`src/odc_pkg.sv`:
```
// Package for the output divider configuration register slice.
// Assumes a 16-bit register word and a 7-bit register address from the serial port.
package odc_pkg;
    localparam logic [6:0] ADDR_RSVD_A = 7'h21;
    localparam logic [6:0] ADDR_DIV_EN = 7'h22;
    localparam logic [6:0] ADDR_SEG12 = 7'h23;
    localparam logic [6:0] ADDR_SELBUF = 7'h24;
    localparam logic [6:0] ADDR_PRESC = 7'h25;
    localparam logic [6:0] ADDR_INTEGER = 7'h26;
    localparam logic [6:0] ADDR_DLY = 7'h27;
    localparam logic [6:0] ADDR_DEN_HI = 7'h28;
    localparam logic [6:0] ADDR_DEN_LO = 7'h29;
    localparam logic [6:0] ADDR_NUM_HI = 7'h2C;
    localparam logic [6:0] ADDR_NUM_LO = 7'h2D;
    // Field positions.
    localparam int EN_BIT = 5;
    localparam int SEG2_LSB = 9;
    localparam int SEG3_EN_BIT = 8;
    localparam int SEG2_EN_BIT = 7;
    localparam int SEG1_RATIO_BIT = 2;
    localparam int SEG1_EN_BIT = 1;
    localparam int DISTB_BIT = 11;
    localparam int DISTA_BIT = 10;
    localparam int SEL_LSB = 4;
    localparam int SEG3_LSB = 0;
    localparam int PRE_BIT = 12;
    localparam int NINT_LSB = 1;
    localparam int DLY_LSB = 8;
    // Reset values; unnamed bits reset to zero.
    localparam logic [15:0] RST_RSVD_A = 16'h0000;
    localparam logic [15:0] RST_DIV_EN = 16'h0020;
    localparam logic [15:0] RST_SEG12 = 16'h0204;
    localparam logic [15:0] RST_SELBUF = 16'h0411;
    localparam logic [15:0] RST_PRESC = 16'h0000;
    localparam logic [15:0] RST_INTEGER = 16'h0036;
    localparam logic [15:0] RST_DLY = 16'h0200;
    localparam logic [15:0] RST_DEN = 16'h03E8;
    localparam logic [15:0] RST_NUM = 16'h0000;
    typedef struct packed {
        logic [15:0] rsvd_a;
        logic [15:0] div_en;
        logic [15:0] seg12;
        logic [15:0] selbuf;
        logic [15:0] presc;
        logic [15:0] integer_w;
        logic [15:0] dly;
        logic [15:0] den_hi;
        logic [15:0] den_lo;
        logic [15:0] num_hi;
        logic [15:0] num_lo;
        logic [15:0] rdata;
    } odc_state_t;
endpackage

```
`src/odc_regs.sv`:
```
// Output divider and feedback divider configuration registers.
// Assumes a serial-port front end delivering a one-cycle write strobe with address and data
// on i_clk_sys, and a read address whose data appears one cycle later.
`timescale 1ns/10ps
`default_nettype none
module odc_regs
    import odc_pkg::*;
(
    input wire logic i_clk_sys, // System clock, 100 MHz.
    input wire logic i_rst, // Synchronous reset, active high.
    input wire logic i_wr_en, // One-cycle register write strobe.
    input wire logic [6:0] i_addr, // Register address for read or write.
    input wire logic [15:0] i_wdata, // Write data.
    output logic [15:0] o_rdata, // Read data, one cycle after address.
    output logic o_div_enable, // Whole output divider powered up.
    output logic o_seg1_enable, // Segment one powered up.
    output logic o_seg2_enable, // Segment two powered up.
    output logic o_seg3_enable, // Segment three powered up.
    output logic [3:0] o_seg1_div, // Segment one divide ratio, 0 when off.
    output logic [3:0] o_seg2_div, // Segment two divide ratio, 0 when off.
    output logic [3:0] o_seg3_div, // Segment three divide ratio, 0 when off.
    output logic [1:0] o_chain_len, // Number of chained segments, 0 when off.
    output logic o_buf_a_enable, // Divider to output A buffer enable.
    output logic o_buf_b_enable, // Divider to output B buffer enable.
    output logic [2:0] o_prescale_div, // Feedback prescaler ratio, 2 or 4.
    output logic [11:0] o_feedback_int, // Feedback divider integer part.
    output logic [4:0] o_detector_delay, // Detector delay in cycles, 0 when unused.
    output logic [31:0] o_frac_den, // Fraction denominator.
    output logic [31:0] o_frac_num // Fraction numerator.
);
    odc_state_t st_r;
    odc_state_t st_nxt;

    ////////////////////////////////////////////////////////////////////////////
    // Ratio decoder shared by segments two and three.
    function automatic logic [3:0] seg_ratio(input logic [3:0] code);
        logic [3:0] r;
        r = 4'h0;
        case (code)
            4'h8: r = 4'h8;
            4'h4: r = 4'h6;
            4'h2: r = 4'h4;
            4'h1: r = 4'h2;
            default: r = 4'h0;
        endcase
        return r;
    endfunction

    ////////////////////////////////////////////////////////////////////////////
    // Register writes and read mux; the host keeps unnamed bits at default.
    always_comb begin
        st_nxt = st_r;
        if (i_wr_en) begin
            if (i_addr == ADDR_RSVD_A) begin
                st_nxt.rsvd_a = i_wdata;
            end else if (i_addr == ADDR_DIV_EN) begin
                st_nxt.div_en = i_wdata;
            end else if (i_addr == ADDR_SEG12) begin
                st_nxt.seg12 = i_wdata;
            end else if (i_addr == ADDR_SELBUF) begin
                st_nxt.selbuf = i_wdata;
            end else if (i_addr == ADDR_PRESC) begin
                st_nxt.presc = i_wdata;
            end else if (i_addr == ADDR_INTEGER) begin
                st_nxt.integer_w = i_wdata;
            end else if (i_addr == ADDR_DLY) begin
                st_nxt.dly = i_wdata;
            end else if (i_addr == ADDR_DEN_HI) begin
                st_nxt.den_hi = i_wdata;
            end else if (i_addr == ADDR_DEN_LO) begin
                st_nxt.den_lo = i_wdata;
            end else if (i_addr == ADDR_NUM_HI) begin
                st_nxt.num_hi = i_wdata;
            end else if (i_addr == ADDR_NUM_LO) begin
                st_nxt.num_lo = i_wdata;
            end
        end
        if (i_addr == ADDR_RSVD_A) begin
            st_nxt.rdata = st_r.rsvd_a;
        end else if (i_addr == ADDR_DIV_EN) begin
            st_nxt.rdata = st_r.div_en;
        end else if (i_addr == ADDR_SEG12) begin
            st_nxt.rdata = st_r.seg12;
        end else if (i_addr == ADDR_SELBUF) begin
            st_nxt.rdata = st_r.selbuf;
        end else if (i_addr == ADDR_PRESC) begin
            st_nxt.rdata = st_r.presc;
        end else if (i_addr == ADDR_INTEGER) begin
            st_nxt.rdata = st_r.integer_w;
        end else if (i_addr == ADDR_DLY) begin
            st_nxt.rdata = st_r.dly;
        end else if (i_addr == ADDR_DEN_HI) begin
            st_nxt.rdata = st_r.den_hi;
        end else if (i_addr == ADDR_DEN_LO) begin
            st_nxt.rdata = st_r.den_lo;
        end else if (i_addr == ADDR_NUM_HI) begin
            st_nxt.rdata = st_r.num_hi;
        end else if (i_addr == ADDR_NUM_LO) begin
            st_nxt.rdata = st_r.num_lo;
        end else begin
            st_nxt.rdata = 16'h0000;
        end
    end

    ////////////////////////////////////////////////////////////////////////////
    // State register with documented reset values.
    always_ff @(posedge i_clk_sys) begin
        if (i_rst) begin
            st_r <= '{RST_RSVD_A, RST_DIV_EN, RST_SEG12, RST_SELBUF, RST_PRESC, RST_INTEGER,
                      RST_DLY, RST_DEN, RST_DEN, RST_NUM, RST_NUM, 16'h0000};
        end else begin
            st_r <= st_nxt;
        end
    end

    ////////////////////////////////////////////////////////////////////////////
    // Decoded controls; a segment runs only with the divider and its own enable on.
    assign o_rdata = st_r.rdata;
    assign o_div_enable = st_r.div_en[EN_BIT];
    assign o_seg1_enable = o_div_enable && st_r.seg12[SEG1_EN_BIT];
    assign o_seg2_enable = o_div_enable && st_r.seg12[SEG2_EN_BIT];
    assign o_seg3_enable = o_div_enable && st_r.seg12[SEG3_EN_BIT];
    assign o_seg1_div = !o_seg1_enable ? 4'h0 : (st_r.seg12[SEG1_RATIO_BIT] ? 4'h3 : 4'h2);
    assign o_seg2_div = o_seg2_enable ? seg_ratio(st_r.seg12[SEG2_LSB +: 4]) : 4'h0;
    assign o_seg3_div = o_seg3_enable ? seg_ratio(st_r.selbuf[SEG3_LSB +: 4]) : 4'h0;

    // Chain length from the select field; unlisted codes power the chain down.
    always_comb begin
        o_chain_len = 2'h0;
        if (o_div_enable) begin
            case (st_r.selbuf[SEL_LSB +: 3])
                3'h4: o_chain_len = 2'h3;
                3'h2: o_chain_len = 2'h2;
                3'h1: o_chain_len = 2'h1;
                default: o_chain_len = 2'h0;
            endcase
        end
    end

    // Buffers, feedback divider and detector delay.
    assign o_buf_b_enable = st_r.selbuf[DISTB_BIT];
    assign o_buf_a_enable = st_r.selbuf[DISTA_BIT];
    assign o_prescale_div = st_r.presc[PRE_BIT] ? 3'h4 : 3'h2;
    assign o_feedback_int = st_r.integer_w[NINT_LSB +: 12];
    assign o_frac_den = {st_r.den_hi, st_r.den_lo};
    assign o_frac_num = {st_r.num_hi, st_r.num_lo};

    always_comb begin
        case (st_r.dly[DLY_LSB +: 6])
            6'h01: o_detector_delay = 5'h04;
            6'h02: o_detector_delay = 5'h06;
            6'h04: o_detector_delay = 5'h08;
            6'h08: o_detector_delay = 5'h0C;
            6'h10: o_detector_delay = 5'h10;
            default: o_detector_delay = 5'h00;
        endcase
    end

    ////////////////////////////////////////////////////////////////////////////
    // Checks on reset values and decode.
    AST_RST_DEFAULTS: assert property (@(posedge i_clk_sys) i_rst |=> (o_div_enable && o_buf_a_enable &&
        !o_buf_b_enable && o_feedback_int == 12'd27 && o_frac_den == 32'd65537000 && o_frac_num == 32'h0))
        else $error("Reset values wrong.");
    AST_SEG_OFF: assert property (@(posedge i_clk_sys) disable iff (i_rst)
        !st_r.seg12[SEG2_EN_BIT] |-> o_seg2_div == 4'h0) else $error("Segment two active while off.");
    AST_SEG2_SIX: assert property (@(posedge i_clk_sys) disable iff (i_rst)
        (o_seg2_enable && st_r.seg12[SEG2_LSB +: 4] == 4'h4) |-> o_seg2_div == 4'h6) else $error("Bad ratio.");
    AST_SEG1_RATIO: assert property (@(posedge i_clk_sys) disable iff (i_rst)
        (i_wr_en && i_addr == ADDR_SEG12 && i_wdata[SEG1_EN_BIT] && o_div_enable) |=>
        o_seg1_div == ($past(i_wdata[SEG1_RATIO_BIT]) ? 4'h3 : 4'h2)) else $error("Bad seg1.");
    AST_CHAIN: assert property (@(posedge i_clk_sys) disable iff (i_rst)
        (o_div_enable && st_r.selbuf[SEL_LSB +: 3] == 3'h4) |-> o_chain_len == 2'h3) else $error("Bad chain.");
    AST_BUF_WRITE: assert property (@(posedge i_clk_sys) disable iff (i_rst)
        (i_wr_en && i_addr == ADDR_SELBUF) |=> o_buf_b_enable == $past(i_wdata[DISTB_BIT]))
        else $error("Buffer B not updated.");
    AST_PRESC: assert property (@(posedge i_clk_sys) disable iff (i_rst)
        (i_wr_en && i_addr == ADDR_PRESC && i_wdata[PRE_BIT]) |=> o_prescale_div == 3'h4)
        else $error("Prescaler wrong.");
    AST_DLY: assert property (@(posedge i_clk_sys) disable iff (i_rst)
        (i_wr_en && i_addr == ADDR_DLY && i_wdata[DLY_LSB +: 6] == 6'h08) |=> o_detector_delay == 5'h0C)
        else $error("Delay decode wrong.");
    AST_DLY_UNUSED: assert property (@(posedge i_clk_sys) disable iff (i_rst)
        (i_wr_en && i_addr == ADDR_DLY && i_wdata[DLY_LSB +: 6] == 6'h20) |=> o_detector_delay == 5'h00)
        else $error("Unused delay code not idle.");
    AST_SEG3_EIGHT: assert property (@(posedge i_clk_sys) disable iff (i_rst)
        (i_wr_en && i_addr == ADDR_SELBUF && i_wdata[SEG3_LSB +: 4] == 4'h8 && o_seg3_enable) |=>
        o_seg3_div == 4'h8) else $error("Segment three ratio wrong.");
    // Powering the divider down must gate every segment and the chain at once.
    AST_DIV_OFF: assert property (@(posedge i_clk_sys) disable iff (i_rst)
        (i_wr_en && i_addr == ADDR_DIV_EN && !i_wdata[EN_BIT]) |=> (!o_div_enable && !o_seg1_enable &&
        !o_seg2_enable && !o_seg3_enable && o_chain_len == 2'h0)) else $error("Divider not powered down.");
    // Buffer A, the integer and the wide fraction halves follow the word just written.
    AST_BUF_A_WRITE: assert property (@(posedge i_clk_sys) disable iff (i_rst)
        (i_wr_en && i_addr == ADDR_SELBUF) |=> o_buf_a_enable == $past(i_wdata[DISTA_BIT]))
        else $error("Buffer A not updated.");
    AST_INT_WRITE: assert property (@(posedge i_clk_sys) disable iff (i_rst)
        (i_wr_en && i_addr == ADDR_INTEGER) |=> o_feedback_int == $past(i_wdata[NINT_LSB +: 12]))
        else $error("Integer not updated.");
    AST_DEN_HI_WRITE: assert property (@(posedge i_clk_sys) disable iff (i_rst)
        (i_wr_en && i_addr == ADDR_DEN_HI) |=> o_frac_den[31:16] == $past(i_wdata))
        else $error("Upper denominator not updated.");
    AST_DEN_LO_WRITE: assert property (@(posedge i_clk_sys) disable iff (i_rst)
        (i_wr_en && i_addr == ADDR_DEN_LO) |=> o_frac_den[15:0] == $past(i_wdata))
        else $error("Lower denominator not updated.");
    AST_NUM_HI_WRITE: assert property (@(posedge i_clk_sys) disable iff (i_rst)
        (i_wr_en && i_addr == ADDR_NUM_HI) |=> o_frac_num[31:16] == $past(i_wdata))
        else $error("Upper numerator not updated.");
    AST_NUM_LO_WRITE: assert property (@(posedge i_clk_sys) disable iff (i_rst)
        (i_wr_en && i_addr == ADDR_NUM_LO) |=> o_frac_num[15:0] == $past(i_wdata))
        else $error("Lower numerator not updated.");
    // Read data shows the register addressed one edge earlier, before any write at that edge.
    AST_READ_DEN_HI: assert property (@(posedge i_clk_sys) disable iff (i_rst)
        (i_addr == ADDR_DEN_HI) |=> o_rdata == $past(o_frac_den[31:16]))
        else $error("Read data wrong.");
endmodule
`default_nettype wire

```
`config.mk`:
```
export PLATFORM = sky130hd
export DESIGN_NAME = odc_regs
export DESIGN_NICKNAME = d
export VERILOG_FILES = /design/src/odc_pkg.sv /design/src/odc_regs.sv
export SDC_FILE = /design/constraint.sdc
export NUM_CORES = 1
export LEC_CHECK = 0
export ABC_AREA = 1
export BUFFER_PORTS_ARGS = -buffer_cell sky130_fd_sc_hd__clkbuf_2
export CORE_ASPECT_RATIO = 1.5
export CORE_UTILIZATION = 42
export CTS_CLUSTER_SIZE = 14
export DETAILED_ROUTE_END_ITERATION = 6
export HOLD_SLACK_MARGIN = 0.12
export PLACE_DENSITY_LB_ADDON = 0.25
export SLEW_MARGIN = 20
export SYNTH_ARGS = -nofsm -noshare
export SYNTH_HDL_FRONTEND = slang
export SYNTH_SLANG_ARGS = --single-unit
```
`constraint.sdc`:
```
create_clock -name i_clk_sys -period 2.5 [get_ports i_clk_sys]
set_input_delay 0.5 -clock i_clk_sys [delete_from_list [all_inputs] [get_ports i_clk_sys]]
set_output_delay 0.5 -clock i_clk_sys [all_outputs]
set_load 0.02 [all_outputs]
```
==> metrics.yaml, run 1 <==
outcome:
  status: "completed"
floorplan:
  start_util: 0.4274
  die-area_sq_um: 22710
  fp.dieH_um: 184.1
  io_pins: 146
  rows: 66
  core_sq_um: 21720
  die_w_um: 123.4
worst_hold_path:
  hp-class: "in2reg"
synth:
  syn-cell-area_sq_um: 9281
  synthFlopType: "dfxtp_1"
  synth-seq-area-share: 0.4141
  synth_edf_count: 0
  synth_cell_types: 31
  synth_seq_cells: 192
  synth_cells: 1317
  synth.avg_cell_area_sq_um: 7.047
  synth_warnings: 0
  async_flop_share: 0
clock_tree:
  cts-hold-fix-buffers: 0
  clockRootBuffer: "clkbuf_16"
  cts_tree: "built"
  htreeDepth: 4
  clk_pin_slew_worst_paths_ps: 70
  cts_made_buffers: 17
  post_cts_buffers: 0
  cts_buffer_depth: 2
  clk_latency_ps: 450
  cts_resized: 0
  cts.sinks: 192
layout:
  syn_to_final_growth_pct: 7.819
  regArea_sq_um: 3844
  multi_input_area_sq_um: 3819
  final_layout_size_suffix_gt1_frac: 0.1748
  final_cells: 1605
  num_antenna_cells: 0
  nets: 1346
  final_cell_area_sq_um: 10010
  final_util: 0.4608
  nFillCells: 2241
sta:
  worst_pin_slew_ps: 767.0
  finalSetupTns_ps: 0
  rsz0062_at_grt: "no"
  min_period_ps: 2089
  fin_crit_sh: 0.8357
  slew_viol_final: 0
  slew_headroom: 0.4887
  finalHoldViolCount: 0
  setup_violations: 0
  max_freq_ghz: 0.4786
  fin_worst_skew_ps: 7.239
route:
  initialDrtViolationCount: 607
  num_vias: 8240
  antenna_left: 0
  wire_per_inst_um: 17.83
  viasPerCell: 5.134
  wl_mm: 28.62
  drc: 0
  drtPass1Iterations: 5
placement:
  placed_cell_area_sq_um: 9388
  gp_congestion: 0.8432
  place_inst: 1573
  io_buffers: 139
  post-dp-hpwl_mm: 19.68
worst_setup_path:
  crit_arrival_ps: 1590
  worst_path_largest_cell_delay_ps: 570
  worst_setup_path_end_kind: "output pin"
  crit_fanout: 8
  crit_slowest_cell: "dfxtp_1"
  start_kind: "flip-flop"
  critPathBufInv: 1
  path_cells: "nand2_1 -> a21oi_1 -> clkbuf_2"
  cp.required_ps: 2000
  worst-setup-path-type: "reg2out"
  crit_family: "flip-flops"
grt:
  overflow: 0
  grt_pass1_vias: 7417
  grt_max_degree: 134
  grt_pass1_wl_mm: 42.99
  antenna_found_initial: 0
  grtUsageTotal: 0.2587
pwr:
  p_per_area_nw_per_um2: 632.2
  vdd.ir_drop.worst_v: 0.0004271
  p_leak_nw: 4.189
job:
  cap_violations: 0
-- worst register-to-register path, cell delays in order, from the launching register on --
cell and delay [ps]:
dfxtp_1 340, nand3_1 100, nand2_1 50, nor2_1 220, nand3_1 190, nand2_1 130
nand2_1 50, nand2_1 60, a21oi_1 60
-- cells by family after synthesis --
logic type / Yosys count / share of synthesized area
buf+inv: 318 / 0.1765
xor+xnor: 1 / 0.0009438
compound gates: 324 / 0.1810
flops: 192 / 0.4141
simple gates: 481 / 0.2270
other cells: 1 / 0.0004040
-- flip-flops by register name, indices dropped and copies added, names as in the netlist --
name,count
st_r,97
o_frac_den,32
o_frac_num,32
o_rdata,16
o_feedback_int,12
o_buf_a_enable,1
o_buf_b_enable,1
o_div_enable,1
-- through the flow --
stage	hold WS [ps]	total power [mW]	worst slack [ps]
floorplan	423.7	3.362	750.6
global placement	433.5	3.482	229.1
detailed placement	437.0	3.485	199.6
CTS	432.4	6.350	352.6
global route	454.9	6.490	260.1
finish	433.3	6.326	410.7
-- layout make-up --
type                       instances  share of cell area
clock buffer                      17             0.04251
multi-input combinational        812              0.3816
timing repair buffer             158             0.08627
inverter                         139             0.05214
tap                              272             0.03401
sequential                       192              0.3841
clock inverter                    15             0.01938
-- synth_stat cells, types with 2 or more instances --
cell      number  area (sq um)
nand2_1      236         885.9
dfxtp_1      192          3844
a21oi_1      168         840.8
inv_1        129         484.2
o21ai_0      124         620.6
nor2_1       122         457.9
buf_4        109         818.3
nand3_1       87         435.4
clkbuf_1      42         157.7
buf_2         28         140.1
o22ai_1       16         100.1
o211ai_1      12         90.09
inv_2          9         33.78
nor2_4         8         90.09
nand2_2        7         43.79
or2_2          7         43.79
nand3_2        4         40.04
a211oi_1       2         15.01
nand4_1        2         12.51
nor3_1         2         10.01
-- layout by cell type (no fill, tap or decap), types with 4 or more instances in the layout --
master     count
a21oi_1      168
buf_4         17
bufinv_16      4
clkbuf_16     17
clkbuf_2     139
clkinv_2       5
conb_1         6
dfxtp_1      192
inv_1        128
inv_2         10
nand2_1      236
nand2_2        7
nand3_1       87
nand3_2        4
nor2_1       122
nor2_4         8
o211ai_1      12
o21ai_0      124
o22ai_1       16
or2_2          7
-- report_power, final --
group	switching (mW)	total [mW]	internal [mW]
Combinational	0.266	0.338	0.0727
Sequential	0.00845	3.08	3.07
Clock	1.24	2.91	1.67
-- layer usage --
metal	routed length, um	vias up	global-route usage
met5	0	-	0
met4	1145	0	0.1248
met3	1965	57	0.04498
met2	13470	320	0.4116
met1	12030	3734	0.3348
li1	-	4129	-
-- path summary, 6_finish.rpt --
check / from / endpoint / slack, ps / cells after the start
min: i_wdata[10] / o_frac_num[10]$_SDFFE_PP0P_ / 430 / 3
max: o_div_enable$_SDFFE_PP1P_ / o_seg2_div[1] / 410 / 3
max reg2reg: o_frac_num[4]$_SDFFE_PP0P_ / o_rdata[4]$_SDFF_PP0_ / 1130 / 8
min reg2reg: st_r[191]$_SDFFE_PP0P_ / st_r[191]$_SDFFE_PP0P_ / 450 / 2
Power figures use the tool's default switching activity.
==> run 2: changes to the inputs <==
Settings changed: ABC_AREA 1 to 0.
Clock period 2.5 ns to 1.7 ns, I/O delays scaled along.
==> metrics.yaml, run 2 <==
outcome:
  failed_checks: "negative setup slack"
  status: "finished with violations"
synth:
  synth.avg_cell_area_sq_um: 7.838
  synth_most_common_cell: "nand2_1"
  synth_area_leaders: "dfxtp_1, nand2_1, buf_4"
  synth_cell_types: 42
  synth_warnings: 0
  synth-seq-area-share: 0.4090
  synth_seq_cells: 192
  async_flop_share: 0
  synth_cells: 1199
  yosysTopAreaCellShare: 0.4090
  synth_edf_count: 0
  synthFlopType: "dfxtp_1"
  syn-cell-area_sq_um: 9398
  synth_common_cells: "nand2_1, dfxtp_1, a21oi_1"
  synth_top_cell_by_area: "dfxtp_1"
layout:
  final_cells: 1530
  nFillCells: 2153
  top_register: "st_r"
  final_cell_mix: "nand2_1, dfxtp_1, a21oi_1"
  largest_register_ffs: 97
  syn_to_final_growth_pct: 16.32
  final_layout_size_suffix_gt1_frac: 0.2488
  num_antenna_cells: 0
  final_common_cell: "nand2_1"
  nets: 1271
  multi_input_area_sq_um: 4507
  regArea_sq_um: 3881
worst_setup_path:
  reg2reg_slack_ps: 90
  crit_slowest_cell: "dfxtp_2"
  path_cells: "xor2_1 -> o21ai_1 -> nor4_2 -> buf_4"
  worst_path_largest_cell_delay_ps: 370
  crit_family: "flip-flops"
  cp.required_ps: 1360
  start_kind: "flip-flop"
  worstReg2RegStart: "st_r[154]$_SDFFE_PP0P_"
  crit_arrival_ps: 1450
  rr_endpoint: "o_rdata[10]$_SDFF_PP0_"
  reg2regPathDepth: 6
  worst-setup-path-type: "reg2out"
  crit_fanout: 4
  critPathBufInv: 1
  worst_setup_path_end_kind: "output pin"
route:
  drtPass1Iterations: 7
  wire_per_inst_um: 18.24
  num_vias: 8172
  initialDrtViolationCount: 709
  drc: 0
  viasPerCell: 5.341
  antenna_left: 0
  wl_mm: 27.91
sta:
  setup_ws_ps: -90.88
  finalHoldViolCount: 0
  finalSetupTns_ps: -169.7
  slew_viol_final: 0
  worst_pin_slew_ps: 814.4
  slew_headroom: 0.4565
  max_freq_ghz: 0.5584
  setup_violations: 4
  fin_crit_sh: 1.053
  fin_worst_skew_ps: 11.34
  rsz0062_at_grt: "yes"
  min_period_ps: 1791
clock_tree:
  cts_buffer_depth: 2
  cts_made_buffers: 17
  cts-hold-fix-buffers: 0
  htreeDepth: 4
  clk_latency_ps: 430
  clk_pin_slew_worst_paths_ps: 80
  clockRootBuffer: "clkbuf_16"
  cts.sinks: 192
  cts_tree: "built"
floorplan:
  die-area_sq_um: 22990
  start_util: 0.4311
  die_w_um: 124.1
  core_sq_um: 21800
  io_pins: 146
  fp.dieH_um: 185.2
  rows: 66
placement:
  post-dp-hpwl_mm: 19.94
  gp_congestion: 0.8870
  io_buffers: 139
  place_inst: 1489
worst_hold_path:
  hold_path_end: "o_frac_den[30]$_SDFFE_PP0P_"
  worstHoldStart: "i_wdata[14]"
  hp-class: "in2reg"
  hold_depth: 3
grt:
  grt_max_degree: 78
  grt_pass1_vias: 7496
  antenna_found_initial: 0
  grtUsageTotal: 0.2459
  overflow: 0
  grt_pass1_wl_mm: 43.16
pwr:
  vdd.ir_drop.worst_v: 0.0007115
  p_per_area_nw_per_um2: 840.6
  p_leak_nw: 4.149
job:
  cap_violations: 0
==> run 2: changes by cell type in the layout (fill, tap and decap cells not counted), sizes merged, moves of 14 or more <==
cell | previous run | this run
nand3 | 91 | 19
inv | 138 | 25
a22o | 0 | 16
buf | 19 | 96
clkbuf | 156 | 142
nand3b | 0 | 19
o21ai | 126 | 50
mux2i | 0 | 60
nor2 | 132 | 70
a21oi | 168 | 141
nand2b | 0 | 20
nand2 | 244 | 295
a32o | 0 | 16
a311oi | 0 | 16
==> run 2: cell type report <==
cell class / count / area share
Timing Repair Buffer: 220 / 0.1431
Clock inverter: 14 / 0.01305
Tap cell: 272 / 0.03113
Inverter: 18 / 0.006181
Sequential cell: 192 / 0.3550
Clock buffer: 18 / 0.03926
Multi-Input combinational cell: 796 / 0.4123
==> run 2: metal layers <==
layer / track usage / share of wire
met1: 0.3175 / 0.44
met4: 0.08667 / 0.019
met5: 0 / 0
met3: 0.02833 / 0.045
met2: 0.4166 / 0.50
==> run 2: worst max-delay path by stage <==
stage	from	end	slack (ps)	cells after the start
3_3_place_gp	i_addr[1]	o_rdata[8]$_SDFF_PP0_	-370	6
6_report	st_r[89]$_SDFFE_PP1P_	o_detector_delay[2]	-90	4
5_1_grt	st_r[91]$_SDFFE_PP0P_	o_detector_delay[2]	-180	4
4_1_cts	st_r[152]$_SDFFE_PP0P_	o_seg3_div[3]	-120	4
2_1_floorplan	i_addr[1]	st_r[182]$_SDFFE_PP0P_	-120	7
3_5_place_dp	i_addr[1]	o_rdata[10]$_SDFF_PP0_	-470	6
==> run 2: report_power, final <==
group	switching (mW)	internal, mW	total, mW
clock network	2.03	1.96	3.99
registers	0.0127	4.50	4.51
logic	0.457	0.233	0.690
total	2.50	6.69	9.19
==> run 2: worst register-to-register path, cell delays in order (launching register included) <==
cell and delay, ps:
dfxtp_4 370, buf_4 140, nand2b_1 130, a22o_1 200, a311oi_2 270, o22ai_1 130, a32o_1 250
==> run 2: per-stage QoR <==
step                power (mW)  setup WS [ps]  area [sq um]  hold slack, ps    util
floorplan                5.064         -119.8          9587           431.2       -
global placement         5.296         -374.6         10050           438.3  0.4609
detailed placement       5.297         -474.3         10050           443.9  0.4609
CTS                      9.235         -116.4         10840           269.2  0.4974
global route             9.476         -175.7         10930           299.3  0.5014
finish                   9.189         -90.88         10930           295.2  0.5014
==> run 2: kinds of logic after synthesis <==
logic type	count (synthesis)	share of synthesized area
simple gates	463	0.2211
compound gates	259	0.1630
buf+inv	216	0.1351
flops	192	0.4090
mux	60	0.06391
xor+xnor	8	0.007456
other cells	1	0.0003990
==> run 2: what timing repair did <==
item,4_1_cts,5_1_grt
pin swaps,7,2
setup endpoints to repair,21,19
gates resized for setup,54,36
setup buffers,9,0
==> run 3: changes to the inputs <==
Settings changed: CORE_ASPECT_RATIO 1.5 to not set, CORE_MARGIN set to 5, REMOVE_ABC_BUFFERS set to 1.
==> metrics.yaml, run 3 (synthesis results as in run 2) <==
outcome:
  status: "finished with violations"
  failed_checks: "negative setup slack"
floorplan:
  die_w_um: 159.6
  die-area_sq_um: 25470
  core_sq_um: 21960
  io_pins: 146
  rows: 54
  start_util: 0.4280
  fp.dieH_um: 159.6
route:
  wl_mm: 29.01
  drtPass1Iterations: 5
  initialDrtViolationCount: 797
  num_vias: 8353
  viasPerCell: 5.399
  wire_per_inst_um: 18.75
  antenna_left: 0
  drc: 0
layout:
  final_cell_area_sq_um: 11040
  top_register: "st_r"
  num_antenna_cells: 0
  nets: 1280
  final_cells: 1547
  nFillCells: 2086
  final_util: 0.5030
  syn_to_final_growth_pct: 17.52
  final_layout_size_suffix_gt1_frac: 0.2541
  final_cell_mix: "nand2_1, dfxtp_1, a21oi_1"
  final_common_cell: "nand2_1"
  largest_register_ffs: 97
clock_tree:
  cts.sinks: 192
  clk_latency_ps: 430
  cts_tree: "built"
  cts-hold-fix-buffers: 0
  cts_buffer_depth: 2
  cts_made_buffers: 17
  clk_pin_slew_worst_paths_ps: 70
  htreeDepth: 4
  clockRootBuffer: "clkbuf_16"
sta:
  fin_worst_skew_ps: 8.548
  rsz0062_at_grt: "yes"
  setup_violations: 4
  whs_ps: 245.0
  finalSetupTns_ps: -212.4
  fin_crit_sh: 1.062
  slew_viol_final: 0
  finalHoldViolCount: 0
  setup_ws_ps: -105.4
  max_freq_ghz: 0.5539
  min_period_ps: 1805
pwr:
  p_int_mw: 7.371
  seq_power_share: 0.467
  p_sw_mw: 2.304
  vdd.ir_drop.worst_v: 0.0006164
  clkPwrFrac: 0.456
  p_leak_nw: 4.217
  power.total_mw: 9.675
  combPwrFrac: 0.077
  p_per_area_nw_per_um2: 876.0
  swShare: 0.2381
worst_setup_path:
  crit_fanout: 3
  cp.required_ps: 1360
  worst-setup-path-type: "reg2out"
  start_kind: "flip-flop"
  worst_setup_path_end_kind: "output pin"
  crit_arrival_ps: 1470
worst_hold_path:
  hp-class: "in2reg"
placement:
  place_inst: 1509
  io_buffers: 139
  post-place-ws_ps: -521.9
  post-dp-hpwl_mm: 20.43
  placed_cell_area_sq_um: 10050
  gp_congestion: 0.8665
grt:
  grt_pass1_wl_mm: 45.75
  antenna_found_initial: 0
  overflow: 0
  grtUsageTotal: 0.2201
  grt_max_degree: 48
  grt_pass1_vias: 8135
job:
  cap_violations: 0
-- run 3: cell count changes in the layout (fill, tap and decap cells not counted), moves of 4 or more --
| cell | delta |
|---|---|
| a311oi_1 | -6 |
| a311oi_2 | +6 |
| buf_12 | -4 |
| buf_4 | +10 |
| bufinv_16 | +4 |
| inv_8 | -4 |
| or2_2 | +4 |
| or2_4 | -4 |
-- run 3: final timing paths --
kind                                  to  cells past startpoint                       from  slack, ps
setup / recovery           o_seg3_div[3]                      4  o_div_enable$_SDFFE_PP1P_       -110
hold / removal    st_r[184]$_SDFFE_PP0P_                      2                      i_rst        250
setup reg to reg  o_rdata[10]$_SDFF_PP0_                      7     st_r[154]$_SDFFE_PP0P_         90
hold reg to reg   st_r[148]$_SDFFE_PP0P_                      2     st_r[148]$_SDFFE_PP0P_        450
-- run 3: timing repair --
action | 4_1_cts | 5_1_grt
resized for setup | 39 | 47
endpoints found under the setup margin | 29 | 104
cloned | 0 | 1
setup buffers | 3 | 4
pin swaps | 5 | 8
-- run 3: power groups by stage --
| stage | Sequential, mW | Clock, mW | Combinational, mW |
|---|---|---|---|
| finish | 4.52 | 4.42 | 0.743 |
| global route | 4.52 | 4.60 | 0.794 |
| CTS | 4.52 | 4.46 | 0.697 |
| detailed placement | 4.63 | 0 | 0.690 |
| global placement | 4.63 | 0 | 0.694 |
| floorplan | 4.63 | 0 | 0.227 |
-- run 3: metal layers --
| layer | share of wire | global-route usage | wire length (um) |
|---|---|---|---|
| met5 | 0 | 0 | 0 |
| met2 | 0.45 | 0.3402 | 12960 |
| met4 | 0.017 | 0.06746 | 506 |
| met3 | 0.068 | 0.03469 | 1962 |
| met1 | 0.47 | 0.3165 | 13580 |
-- run 3: final cells by class --
type | instances | area, sq um | area share
Clock buffer | 22 | 474.2 | 0.04294
Tap cell | 280 | 350.3 | 0.03172
Sequential cell | 192 | 3874 | 0.3507
Timing Repair Buffer | 229 | 1608 | 0.1456
Inverter | 18 | 67.56 | 0.006118
Multi-Input combinational cell | 796 | 4499 | 0.4074
Clock inverter | 10 | 171.4 | 0.01552
-- run 3: worst max-delay path, stage by stage (launching register included) --
cell	delay [ps]
dfxtp_2	340
and2_4	180
nand2b_4	70
nor4b_4	240
clkbuf_8	200
